### src/pkg/ppx_pkg.sv
// Constants and types for the per-port PHY, serial and MAC control registers
package ppx_pkg;

	// Register addresses on the plain port
	localparam int          ADDR_W         = 12;
	localparam logic [11:0] OFF_PHY_CTRL   = 12'h13e;
	localparam logic [11:0] OFF_IND_ADDR   = 12'h200;
	localparam logic [11:0] OFF_IND_DATA   = 12'h206;
	localparam logic [11:0] OFF_MAC_CTRL0  = 12'h300;
	localparam logic [11:0] OFF_MAC_CTRL1  = 12'h301;

	// Field positions
	localparam int BIT_JABBER    = 9;
	localparam int BIT_AUTOINC   = 23;
	localparam int BIT_DUPLEX    = 6;
	localparam int BIT_TX_FC     = 5;
	localparam int BIT_SPEED_100 = 4;
	localparam int BIT_RX_FC     = 3;
	localparam int BIT_SEL_10100 = 6;

	// Reset values
	localparam logic [15:0] RST_PHY_CTRL   = 16'h0300;
	localparam logic [20:0] RST_IND_ADDR   = 21'h1f0000;
	localparam logic [15:0] RST_IND_DATA   = 16'h0000;
	localparam logic [7:0]  RST_MAC_CTRL0  = 8'h50;
	localparam logic [7:0]  RST_MAC_CTRL1  = 8'h08;
	// Writable bits of the PHY control register and control byte 0
	localparam logic [15:0] WMASK_PHY_CTRL = 16'hf382;
	localparam logic [7:0]  WMASK_CTRL0    = 8'h7f;

	// Resolved link speed
	typedef enum logic [1:0] {
		PPX_SPD_10   = 2'h0,
		PPX_SPD_100  = 2'h1,
		PPX_SPD_1000 = 2'h2
	} ppx_speed_e;

	// Indirect address split
	typedef struct packed {
		logic [4:0] dev;
		logic       vendor;
		logic [6:0] mid;
		logic [7:0] offset;
	} ppx_ind_addr_s;

	// PHY status inputs
	typedef struct packed {
		logic is_1000;
		logic is_100;
		logic is_10;
		logic full_duplex;
		logic master;
	} ppx_phy_stat_s;

	// MAC port settings driven out
	typedef struct packed {
		logic       full_duplex;
		logic       tx_fc_en;
		logic       rx_fc_en;
		ppx_speed_e speed;
	} ppx_mac_cfg_s;

endpackage

### src/rtl/ppx_regs.sv
// Per-port PHY control, indirect serial window and MAC control registers
`timescale 1ns/100ps
`default_nettype none

module ppx_regs
	import ppx_pkg::*;
#(
	parameter logic CTRL0_BIT7 = 1'b0
) (
	input  wire logic                clk,
	input  wire logic                srst,
	// Register port
	input  wire logic [ADDR_W-1:0]   addr,
	input  wire logic [31:0]         wr_data,
	input  wire logic                wr_en,
	input  wire logic                rd_en,
	output var  logic [31:0]         rd_data,
	// PHY side
	input  wire ppx_phy_stat_s       phy_stat,
	output var  logic                jabber_cnt_en,
	// Straps seen while reset is held
	input  wire logic                strap_flow_ctl,
	input  wire logic                strap_sel_10100,
	// Indirect serial register space
	output var  ppx_ind_addr_s       ind_addr,
	input  wire logic [15:0]         ind_rdata,
	output var  ppx_ind_addr_s       ind_acc_addr,
	output var  logic [15:0]         ind_wdata,
	output var  logic                ind_wr,
	output var  logic                ind_rd,
	// Parallel MAC port settings
	output var  ppx_mac_cfg_s        mac_cfg
);

	////////////////////////////////////////////////////////////////////
	// State

	typedef struct packed {
		logic [15:0]   phy_ctrl;
		logic          autoinc;
		ppx_ind_addr_s ind;
		logic [15:0]   ind_data;
		logic [7:0]    ctrl0;
		logic [7:0]    ctrl1;
		logic [31:0]   rd_data;
		ppx_ind_addr_s acc_addr;
		logic [15:0]   wdata;
		logic          wr;
		logic          rd;
		ppx_mac_cfg_s  cfg;
	} ppx_state_s;

	ppx_state_s st_r;
	ppx_state_s st_nxt;

	// Address hits
	logic hit_phy;
	logic hit_iaddr;
	logic hit_idata;
	logic hit_c0;
	logic hit_c1;

	assign hit_phy   = (addr == OFF_PHY_CTRL);
	assign hit_iaddr = (addr == OFF_IND_ADDR);
	assign hit_idata = (addr == OFF_IND_DATA);
	assign hit_c0    = (addr == OFF_MAC_CTRL0);
	assign hit_c1    = (addr == OFF_MAC_CTRL1);

	////////////////////////////////////////////////////////////////////
	// Read views

	// PHY control word with live status bits
	logic [15:0] phy_view;
	// Address register as software sees it
	logic [31:0] iaddr_view;
	// Control byte 0 with fixed top bit
	logic [7:0]  c0_view;

	always_comb begin
		phy_view = st_r.phy_ctrl & WMASK_PHY_CTRL;
		phy_view[6] = phy_stat.is_1000;
		phy_view[5] = phy_stat.is_100;
		phy_view[4] = phy_stat.is_10;
		phy_view[3] = phy_stat.full_duplex;
		phy_view[2] = phy_stat.master;
	end

	assign iaddr_view = {8'h00, st_r.autoinc, 2'h0, st_r.ind};

	assign c0_view = {CTRL0_BIT7, st_r.ctrl0[6:0]};

	////////////////////////////////////////////////////////////////////
	// Next state

	always_comb begin
		st_nxt = st_r;
		st_nxt.wr = 1'b0;
		st_nxt.rd = 1'b0;
		st_nxt.rd_data = 32'h00000000;

		// Read data only in the cycle after the strobe
		if (rd_en) begin
			if (hit_phy) begin
				st_nxt.rd_data = {16'h0000, phy_view};
			end else if (hit_iaddr) begin
				st_nxt.rd_data = iaddr_view;
			end else if (hit_idata) begin
				st_nxt.rd_data = {16'h0000, ind_rdata};
			end else if (hit_c0) begin
				st_nxt.rd_data = {24'h000000, c0_view};
			end else if (hit_c1) begin
				st_nxt.rd_data = {24'h000000, st_r.ctrl1};
			end else begin
				st_nxt.rd_data = 32'h00000000;
			end
		end

		// Indirect data read side effect
		if (rd_en && hit_idata) begin
			st_nxt.ind_data = ind_rdata;
			st_nxt.acc_addr = st_r.ind;
			st_nxt.rd       = 1'b1;
		end

		// Register writes
		if (wr_en) begin
			if (hit_phy) begin
				st_nxt.phy_ctrl = wr_data[15:0] & WMASK_PHY_CTRL;
			end
			if (hit_iaddr) begin
				st_nxt.ind     = wr_data[20:0];
				st_nxt.autoinc = wr_data[BIT_AUTOINC];
			end
			if (hit_idata) begin
				st_nxt.ind_data = wr_data[15:0];
				st_nxt.wdata    = wr_data[15:0];
				st_nxt.acc_addr = st_r.ind;
				st_nxt.wr       = 1'b1;
			end
			if (hit_c0) begin
				st_nxt.ctrl0 = wr_data[7:0] & WMASK_CTRL0;
			end
			if (hit_c1) begin
				st_nxt.ctrl1 = wr_data[7:0];
			end
		end

		if ((wr_en || rd_en) && hit_idata && st_r.autoinc) begin
			st_nxt.ind = ppx_ind_addr_s'(st_r.ind + 21'h000001);
		end

		// MAC settings follow the control bytes
		// duplex select
		st_nxt.cfg.full_duplex = st_nxt.ctrl0[BIT_DUPLEX];
		st_nxt.cfg.tx_fc_en = st_nxt.ctrl0[BIT_TX_FC];
		st_nxt.cfg.rx_fc_en = st_nxt.ctrl0[BIT_RX_FC];

		if (!st_nxt.ctrl1[BIT_SEL_10100]) begin
			st_nxt.cfg.speed = PPX_SPD_1000;
		end else if (st_nxt.ctrl0[BIT_SPEED_100]) begin
			st_nxt.cfg.speed = PPX_SPD_100;
		end else begin
			st_nxt.cfg.speed = PPX_SPD_10;
		end
	end

	////////////////////////////////////////////////////////////////////
	// Registers

	// Straps are taken as long as reset is held
	always_ff @(posedge clk) begin
		if (srst) begin
			st_r          <= '0;
			st_r.phy_ctrl <= RST_PHY_CTRL;
			st_r.ind      <= RST_IND_ADDR;
			st_r.ind_data <= RST_IND_DATA;
			st_r.ctrl0    <= RST_MAC_CTRL0;
			st_r.ctrl0[BIT_TX_FC] <= strap_flow_ctl;
			st_r.ctrl0[BIT_RX_FC] <= strap_flow_ctl;
			st_r.ctrl1    <= RST_MAC_CTRL1;
			st_r.ctrl1[BIT_SEL_10100] <= strap_sel_10100;
			st_r.cfg.full_duplex <= RST_MAC_CTRL0[BIT_DUPLEX];
			st_r.cfg.tx_fc_en    <= strap_flow_ctl;
			st_r.cfg.rx_fc_en    <= strap_flow_ctl;
			st_r.cfg.speed <= strap_sel_10100 ? PPX_SPD_100 : PPX_SPD_1000;
		end else begin
			st_r <= st_nxt;
		end
	end

	////////////////////////////////////////////////////////////////////
	// Outputs, all straight from the state

	assign rd_data       = st_r.rd_data;
	assign jabber_cnt_en = st_r.phy_ctrl[BIT_JABBER];
	assign ind_addr      = st_r.ind;
	assign ind_acc_addr  = st_r.acc_addr;
	assign ind_wdata     = st_r.wdata;
	assign ind_wr        = st_r.wr;
	assign ind_rd        = st_r.rd;
	assign mac_cfg       = st_r.cfg;

endmodule // ppx_regs

`default_nettype wire

### config.mk
export PLATFORM = sky130hd
export DESIGN_NAME = ppx_regs
export DESIGN_NICKNAME = d
export VERILOG_FILES = /design/src/pkg/ppx_pkg.sv /design/src/rtl/ppx_regs.sv
export SDC_FILE = /design/constraint.sdc
export NUM_CORES = 1
export LEC_CHECK = 0
export ABC_AREA = 1
export BUFFER_PORTS_ARGS = -buffer_cell sky130_fd_sc_hd__buf_2
export CAP_MARGIN = 40
export CORE_MARGIN = 5
export CORE_UTILIZATION = 45
export CTS_CLUSTER_DIAMETER = 150
export DETAILED_ROUTE_END_ITERATION = 8
export PLACE_DENSITY = 0.74
export SYNTH_ARGS = -nofsm -noshare
export SYNTH_HDL_FRONTEND = slang
export SYNTH_SLANG_ARGS = --single-unit
### constraint.sdc
create_clock -name clk -period 1.58 [get_ports clk]
set_clock_uncertainty 0.15 [all_clocks]
set_input_delay 0.316 -clock clk [delete_from_list [all_inputs] [get_ports clk]]
set_output_delay 0.316 -clock clk [all_outputs]
set_load 0.005 [all_outputs]
==> results of run 1 <==
registers in the layout, indices dropped and copies added (netlist names):
name	cells
jabber_cnt_en	1
ind_rd	1
st_r	8
ind_wdata	16
phy_view	7
iaddr_view	1
mac_cfg	2
ind_addr	21
c0_view	7
ind_acc_addr	21
rd_data	22
ind_wr	1
final cells by class:
type                       instances  area share (%)
multi-input combinational        537            36.9
sequential                       108            30.5
timing repair buffer             251            21.7
inverter                          72            3.75
clock buffer                       9            3.10
tap                              172            2.96
clock inverter                     7            1.10
layer usage:
metal	track usage (%)	share of wire, %
met1	31.0	44
met2	36.2	46
met3	4.94	8.2
met4	8.86	2.4
met5	0	0
logic make-up (layout without fill, tap and decap cells):
family	count (synthesis)	after routing	synth area share, %
compound gates	129	129	12.4
simple gates	388	388	28.9
fa+ha+maj	1	1	0.216
buf+inv	194	339	19.4
other cells	1	10	0.0647
xor+xnor	9	9	1.36
flops	108	108	37.7
per-stage QoR:
| stage | TNS [ns] | hold slack [ns] |
|---|---|---|
| final | 0 | 0.00700 |
| after CTS | 0 | 0.00524 |
| after detailed placement | -20.27 | 0.285 |
| after global placement | -19.20 | 0.281 |
| after global routing | -0.271 | 0.0187 |
| after floorplan | 0 | 0.269 |
final timing paths:
| kind | from | end | slack (ns) | cells after the start |
|---|---|---|---|---|
| setup / recovery | ind_addr[0] | ind_addr[8] | 0.04 | 9 |
| hold / removal | wr_data[10] | ind_wdata[10] | 0.007 | 3 |
| setup reg to reg | ind_addr[0] | ind_addr[8] | 0.04 | 9 |
| hold reg to reg | ind_wdata[15] | ind_wdata[15] | 0.29 | 2 |
cells in the mapped netlist, drive strengths merged:
| library cell | number | share of area (%) |
|---|---|---|
| o211ai | 8 | 1.0 |
| nor2 | 97 | 7.3 |
| a211oi | 4 | 0.78 |
| a21oi | 37 | 3.2 |
| o21bai | 2 | 0.26 |
| xor2 | 9 | 1.4 |
| ha | 1 | 0.22 |
| a31oi | 5 | 0.54 |
| clkbuf | 11 | 0.71 |
| nand3 | 66 | 5.9 |
| o2111ai | 1 | 0.26 |
| edfxtp | 2 | 1.0 |
| nand4 | 12 | 1.3 |
| nand2 | 210 | 14 |
| conb | 1 | 0.065 |
| and3 | 1 | 0.11 |
| buf | 111 | 14 |
| inv | 71 | 4.6 |
| o21ai | 70 | 6.1 |
| nand3b | 1 | 0.13 |
| dfxtp | 106 | 37 |
| clkinv | 1 | 0.065 |
| o22ai | 2 | 0.22 |
| nor3 | 1 | 0.086 |
cells in the final DEF, fill, tap and decap left out, types with 8 or more instances in the layout:
cell | synthesis | final
dfxtp_4 | 0 | 8
conb_1 | 1 | 10
buf_4 | 99 | 91
o211ai_1 | 8 | 8
inv_2 | 11 | 12
dfxtp_1 | 106 | 90
nand2_2 | 3 | 10
inv_1 | 60 | 58
dfxtp_2 | 0 | 8
nand3_1 | 64 | 60
buf_2 | 8 | 149
nor2_1 | 85 | 70
xor2_1 | 9 | 9
nor2_2 | 8 | 17
a21oi_1 | 37 | 35
nor2_4 | 3 | 9
nand4_1 | 12 | 12
nand2_1 | 204 | 195
o21ai_1 | 38 | 39
clkbuf_16 | 0 | 9
o21ai_0 | 31 | 30
worst reg2reg max path, delay by kind of cell, from the launching register on:
family	cells	cell delay (ns)
buffers and inverters	1	0.09
xor gates and xnor gates	1	0.14
DFF	1	0.38
AOI/OAI and AO/OA	1	0.07
adders and majority gates	1	0.15
and+or+nand+nor	5	0.44
power breakdown:
| group | internal [µW] | switching [µW] |
|---|---|---|
| combinational | 137 | 201 |
| sequential | 2720 | 4.29 |
| clock | 1260 | 1130 |
| total | 4120 | 1340 |
timing repair:
| action | 4_1_cts | 5_1_grt |
|---|---|---|
| hold buffers | 3 | 0 |
| cloned | 0 | 1 |
| setup buffers | 0 | 6 |
| endpoints found under the hold margin | 3 | 0 |
| endpoints found under the setup margin | 14 | 28 |
| pin swaps | 0 | 18 |
| resized for setup | 10 | 59 |
==> flow_summary.yaml, run 1 <==
layout:
  layout-drive-gt1-share_pct: 35.5
  synthToLayoutAreaGrowth_pct: 25.5
  fillers: 1193
  multi_input_area_mm2: 0.00269
  seqCellArea_mm2: 0.00222
  post-route-util_pct: 57.7
  stdcell_area_mm2: 0.00728
  instances_no_fill: 1156
  layout.nets: 1051
  antenna_cells: 0
yosys:
  avgSynthCellArea_um2: 6.98
  synth-seq-area-share_pct: 37.7
  ys_ff_latch: 108
  synth_cells: 830
  ys_types: 37
  ys_warn_count: 0
  syn_area_mm2: 0.00580
worst_setup_path:
  cp_max_fo: 4
  crit_path_max_incr_delay_ns: 0.38
  crit_required_ns: 1.68
  cp.arrival_ns: 1.65
  worstSetupEndpointType: "flip-flop"
  cp-start-kind: "flip-flop"
  crit_type: "flip-flop to flip-flop"
  crit_family: "simple AND/OR/NAND/NOR gates"
  cp_common_cell: "nor2_1"
  cp_slowest_cell: "dfxtp_4"
  crit_buf_inv: 1
  worstPathCellList: "ha_4 > nand3_4 > inv_4 > nand2_2 > xor2_1 > nand2_1 > o21ai_1 > nor2_1 > nor2_1"
clocking:
  clkSinkCount: 108
  insertion_delay_ns: 0.36
  clkTransAtPathRegs_ns: 0.08
  cts_max_path_buffers: 2
  h-tree-depth: 3
  cts_tree: "yes"
  cts_buffers: 9
  clockRootBuffer: "clkbuf_16"
timing:
  fin_crit_sh_pct: 97.6
  rsz0062_at_grt: "yes"
  fmax_mhz: 649
  min_period_ns: 1.54
  setup_ws_ns: 0.0382
  final_hold_viol_count: 0
  setup_violations: 0
  report.final.slew_viol_count: 0
placement:
  place.gp.congestion: 0.920
  numPortBuffers: 148
  post-place-cells: 1130
  place_area_mm2: 0.00670
  place_ws_ns: -0.356
  post-dp-hpwl_mm: 13.6
floorplan:
  die_y_um: 123
  ioPinCount: 169
  die_width_um: 123
  num_rows: 41
  core_region_area_mm2: 0.0126
  die_area_mm2: 0.0152
  start_util_pct: 45.9
route:
  ant_nets: 0
  wl_per_cell_um: 15.2
  dr.first_iter.drc_count: 532
  wl_mm: 17.6
  vias: 5726
  remaining_drc_errors: 0
  avgViaCountPerCell: 4.95
  drt_first_pass_iters: 5
run_status:
  status: "completed"
global_route:
  antenna_found_initial: 0
  grt_pass1_vias: 5363
  globalRouteTotalUtil_pct: 23.0
  grt_first_pass_wirelength_mm: 27.1
  grt_max_degree: 37
  gr-total-overflow: 0
power:
  powerDensity_mw_per_mm2: 750
  finalPower_uw: 5460
  ir_drop_v: 0.000437
  p_leak_uw: 0.00367
hold_path:
  worstHoldPathType: "primary input to flip-flop"
run:
  maxCapViolations: 0
Power figures use the tool's default switching activity.
==> inputs of run 2 (changes only) <==
--- a/config.mk
+++ b/config.mk
@@ -13,6 +13,8 @@
 export CTS_CLUSTER_DIAMETER = 150
 export DETAILED_ROUTE_END_ITERATION = 8
 export PLACE_DENSITY = 0.74
+export SETUP_SLACK_MARGIN = 0.1
+export SLEW_MARGIN = 25
 export SYNTH_ARGS = -nofsm -noshare
 export SYNTH_HDL_FRONTEND = slang
 export SYNTH_SLANG_ARGS = --single-unit
==> run 2 against run 1 <==
Compared with the run above:
- routed wire length up 4.2%
- via count rose by 1.2%
- setup slack worse by 0.036 ns
- sequential power barely moved
- critical path type unchanged
- combinational power increased by 7.1%
- hold slack worse by 0.0026 ns
- cell count fell by 0.26%
- die area stayed put
==> flow_summary.yaml, run 2 (same netlist as run 1, synthesis figures left out) <==
timing:
  final_hold_viol_count: 0
  finalSetupTns_ns: 0
  fmax_mhz: 634
  min_period_ns: 1.58
  report.final.slew_viol_count: 0
  hold_ws_ns: 0.00438
  rsz0062_at_grt: "yes"
  setup_violations: 0
  fin_crit_sh_pct: 99.9
floorplan:
  ioPinCount: 169
  die_area_mm2: 0.0152
  core_region_area_mm2: 0.0126
  start_util_pct: 45.9
  die_width_um: 123
  die_y_um: 123
  num_rows: 41
worst_setup_path:
  cp.arrival_ns: 1.72
  r2r-end: "ind_addr[6]"
  crit_required_ns: 1.72
  rr_startpoint: "ind_addr[0]"
  cp_max_fo: 4
  reg2reg_depth: 9
  reg2reg_slack_ns: 0.002
  cp-start-kind: "flip-flop"
  worstSetupEndpointType: "flip-flop"
  crit_type: "flip-flop to flip-flop"
hold_path:
  whs_endpoint: "rd_data[4]"
  hold_start: "phy_stat[2]"
  worstHoldPathType: "primary input to flip-flop"
  hold-path-cell-count: 3
layout:
  largest_register_ffs: 22
  layout-drive-gt1-share_pct: 36.8
  instances_no_fill: 1153
  layout.cells.most_common_list: "193 x nand2_1, 149 x buf_2, 89 x dfxtp_1"
  final_common_cell: "nand2_1"
  stdcell_area_mm2: 0.00751
  multi_input_area_mm2: 0.00282
  synthToLayoutAreaGrowth_pct: 29.6
  fillers: 1151
  layout.nets: 1048
  post-route-util_pct: 59.5
  seqCellArea_mm2: 0.00222
  antenna_cells: 0
placement:
  numPortBuffers: 148
  place.gp.congestion: 0.935
  post-place-cells: 1123
  place_area_mm2: 0.00677
  post-dp-hpwl_mm: 13.6
power:
  powerDensity_mw_per_mm2: 735
  p_leak_uw: 0.00375
  p_int_uw: 4260
  clkPwrFrac_pct: 44.0
  p_seq_share_pct: 49.5
  ir_drop_v: 0.000493
  p_sw_uw: 1260
  p_comb_share_pct: 6.5
  netSwitchingFraction_pct: 22.8
route:
  highest_layer: "met5"
  ant_nets: 0
  vias: 5792
  route.met3.wl_mm: 1.53
  dr.first_iter.drc_count: 520
  m1WireLength_mm: 7.95
  wl_mm: 18.4
  drt_first_pass_iters: 5
  remaining_drc_errors: 0
  dr_wl_met2_mm: 8.51
  avgViaCountPerCell: 5.02
  wl_per_cell_um: 15.9
global_route:
  grt_pass1_vias: 5188
  grt_max_degree: 49
  grt_first_pass_wirelength_mm: 26.6
  antenna_found_initial: 1
  globalRouteTotalUtil_pct: 22.8
  gr-total-overflow: 0
clocking:
  clkSinkCount: 108
  h-tree-depth: 3
  clockRootBuffer: "clkbuf_16"
  insertion_delay_ns: 0.36
  cts_buffers: 9
  cts_tree: "yes"
  clkTransAtPathRegs_ns: 0.07
  cts_max_path_buffers: 2
run:
  maxCapViolations: 0
run_status:
  status: "completed"
run 2: changes by cell type in the layout (fill, tap and decap cells not counted), sizes merged:
cell	before	now
buf	248	246
bufinv	1	2
clkbuf	9	14
clkinvlp	1	0
dlygate4sd3	3	0
inv	75	72
run 2: layout make-up:
type                       count  area share, %
inverter                      72           3.78
clock buffer                  12           3.15
clock inverter                 4          0.983
multi-input combinational    537           37.5
tap                          172           2.87
sequential                   108           29.6
timing repair buffer         248           22.1
run 2: worst max-delay path by stage:
stage	from	to	slack (ns)	cells after the start
after floorplan	addr[10]	st_r[77]	0.05	9
after CTS	ind_addr[1]	ind_addr[6]	0.05	9
after global placement	addr[10]	rd_data[4]	-0.22	9
after global routing	ind_addr[6]	ind_addr[20]	-0.09	9
final	ind_addr[0]	ind_addr[6]	0.002	9
after detailed placement	addr[10]	rd_data[4]	-0.22	9
run 2: worst max-delay path: stages, from the launching register on:
cell and delay [ns]:
dfxtp_4 0.37, ha_4 0.15, nand3_4 0.12, nor2_4 0.18
buf_6 0.12, xor2_1 0.13, nand3_1 0.10, nand2_1 0.08
nor2_1 0.04, nor2_1 0.07
run 2: per-stage QoR:
step           total power [µW]  setup slack (ns)
4_1_cts                    5520            0.0473
2_1_floorplan              2980            0.0489
3_3_place_gp               3140            -0.221
5_1_grt                    5680           -0.0932
3_5_place_dp               3150            -0.224
6_report                   5520           0.00188
run 2: timing repair:
action | in CTS | in global routing
setup endpoints to repair | 24 | 46
resized for setup | 27 | 62
pin swaps | 4 | 29
hold buffers | 0 | 0
cloned | 0 | 4
buffers inserted | 2 | 8
run 2: layer usage:
metal,GRT usage [%],vias up
met5,0,-
met4,8.17,2
met3,4.80,28
met2,37.0,250
met1,30.1,2662
li1,-,2850
run 2: power by group through the flow:
stage / combinational [µW] / clock, µW / sequential, µW
final: 361 / 2430 / 2730
after global routing: 392 / 2560 / 2730
after CTS: 340 / 2440 / 2740
after detailed placement: 338 / 0 / 2810
after global placement: 336 / 0 / 2810
after floorplan: 175 / 0 / 2810
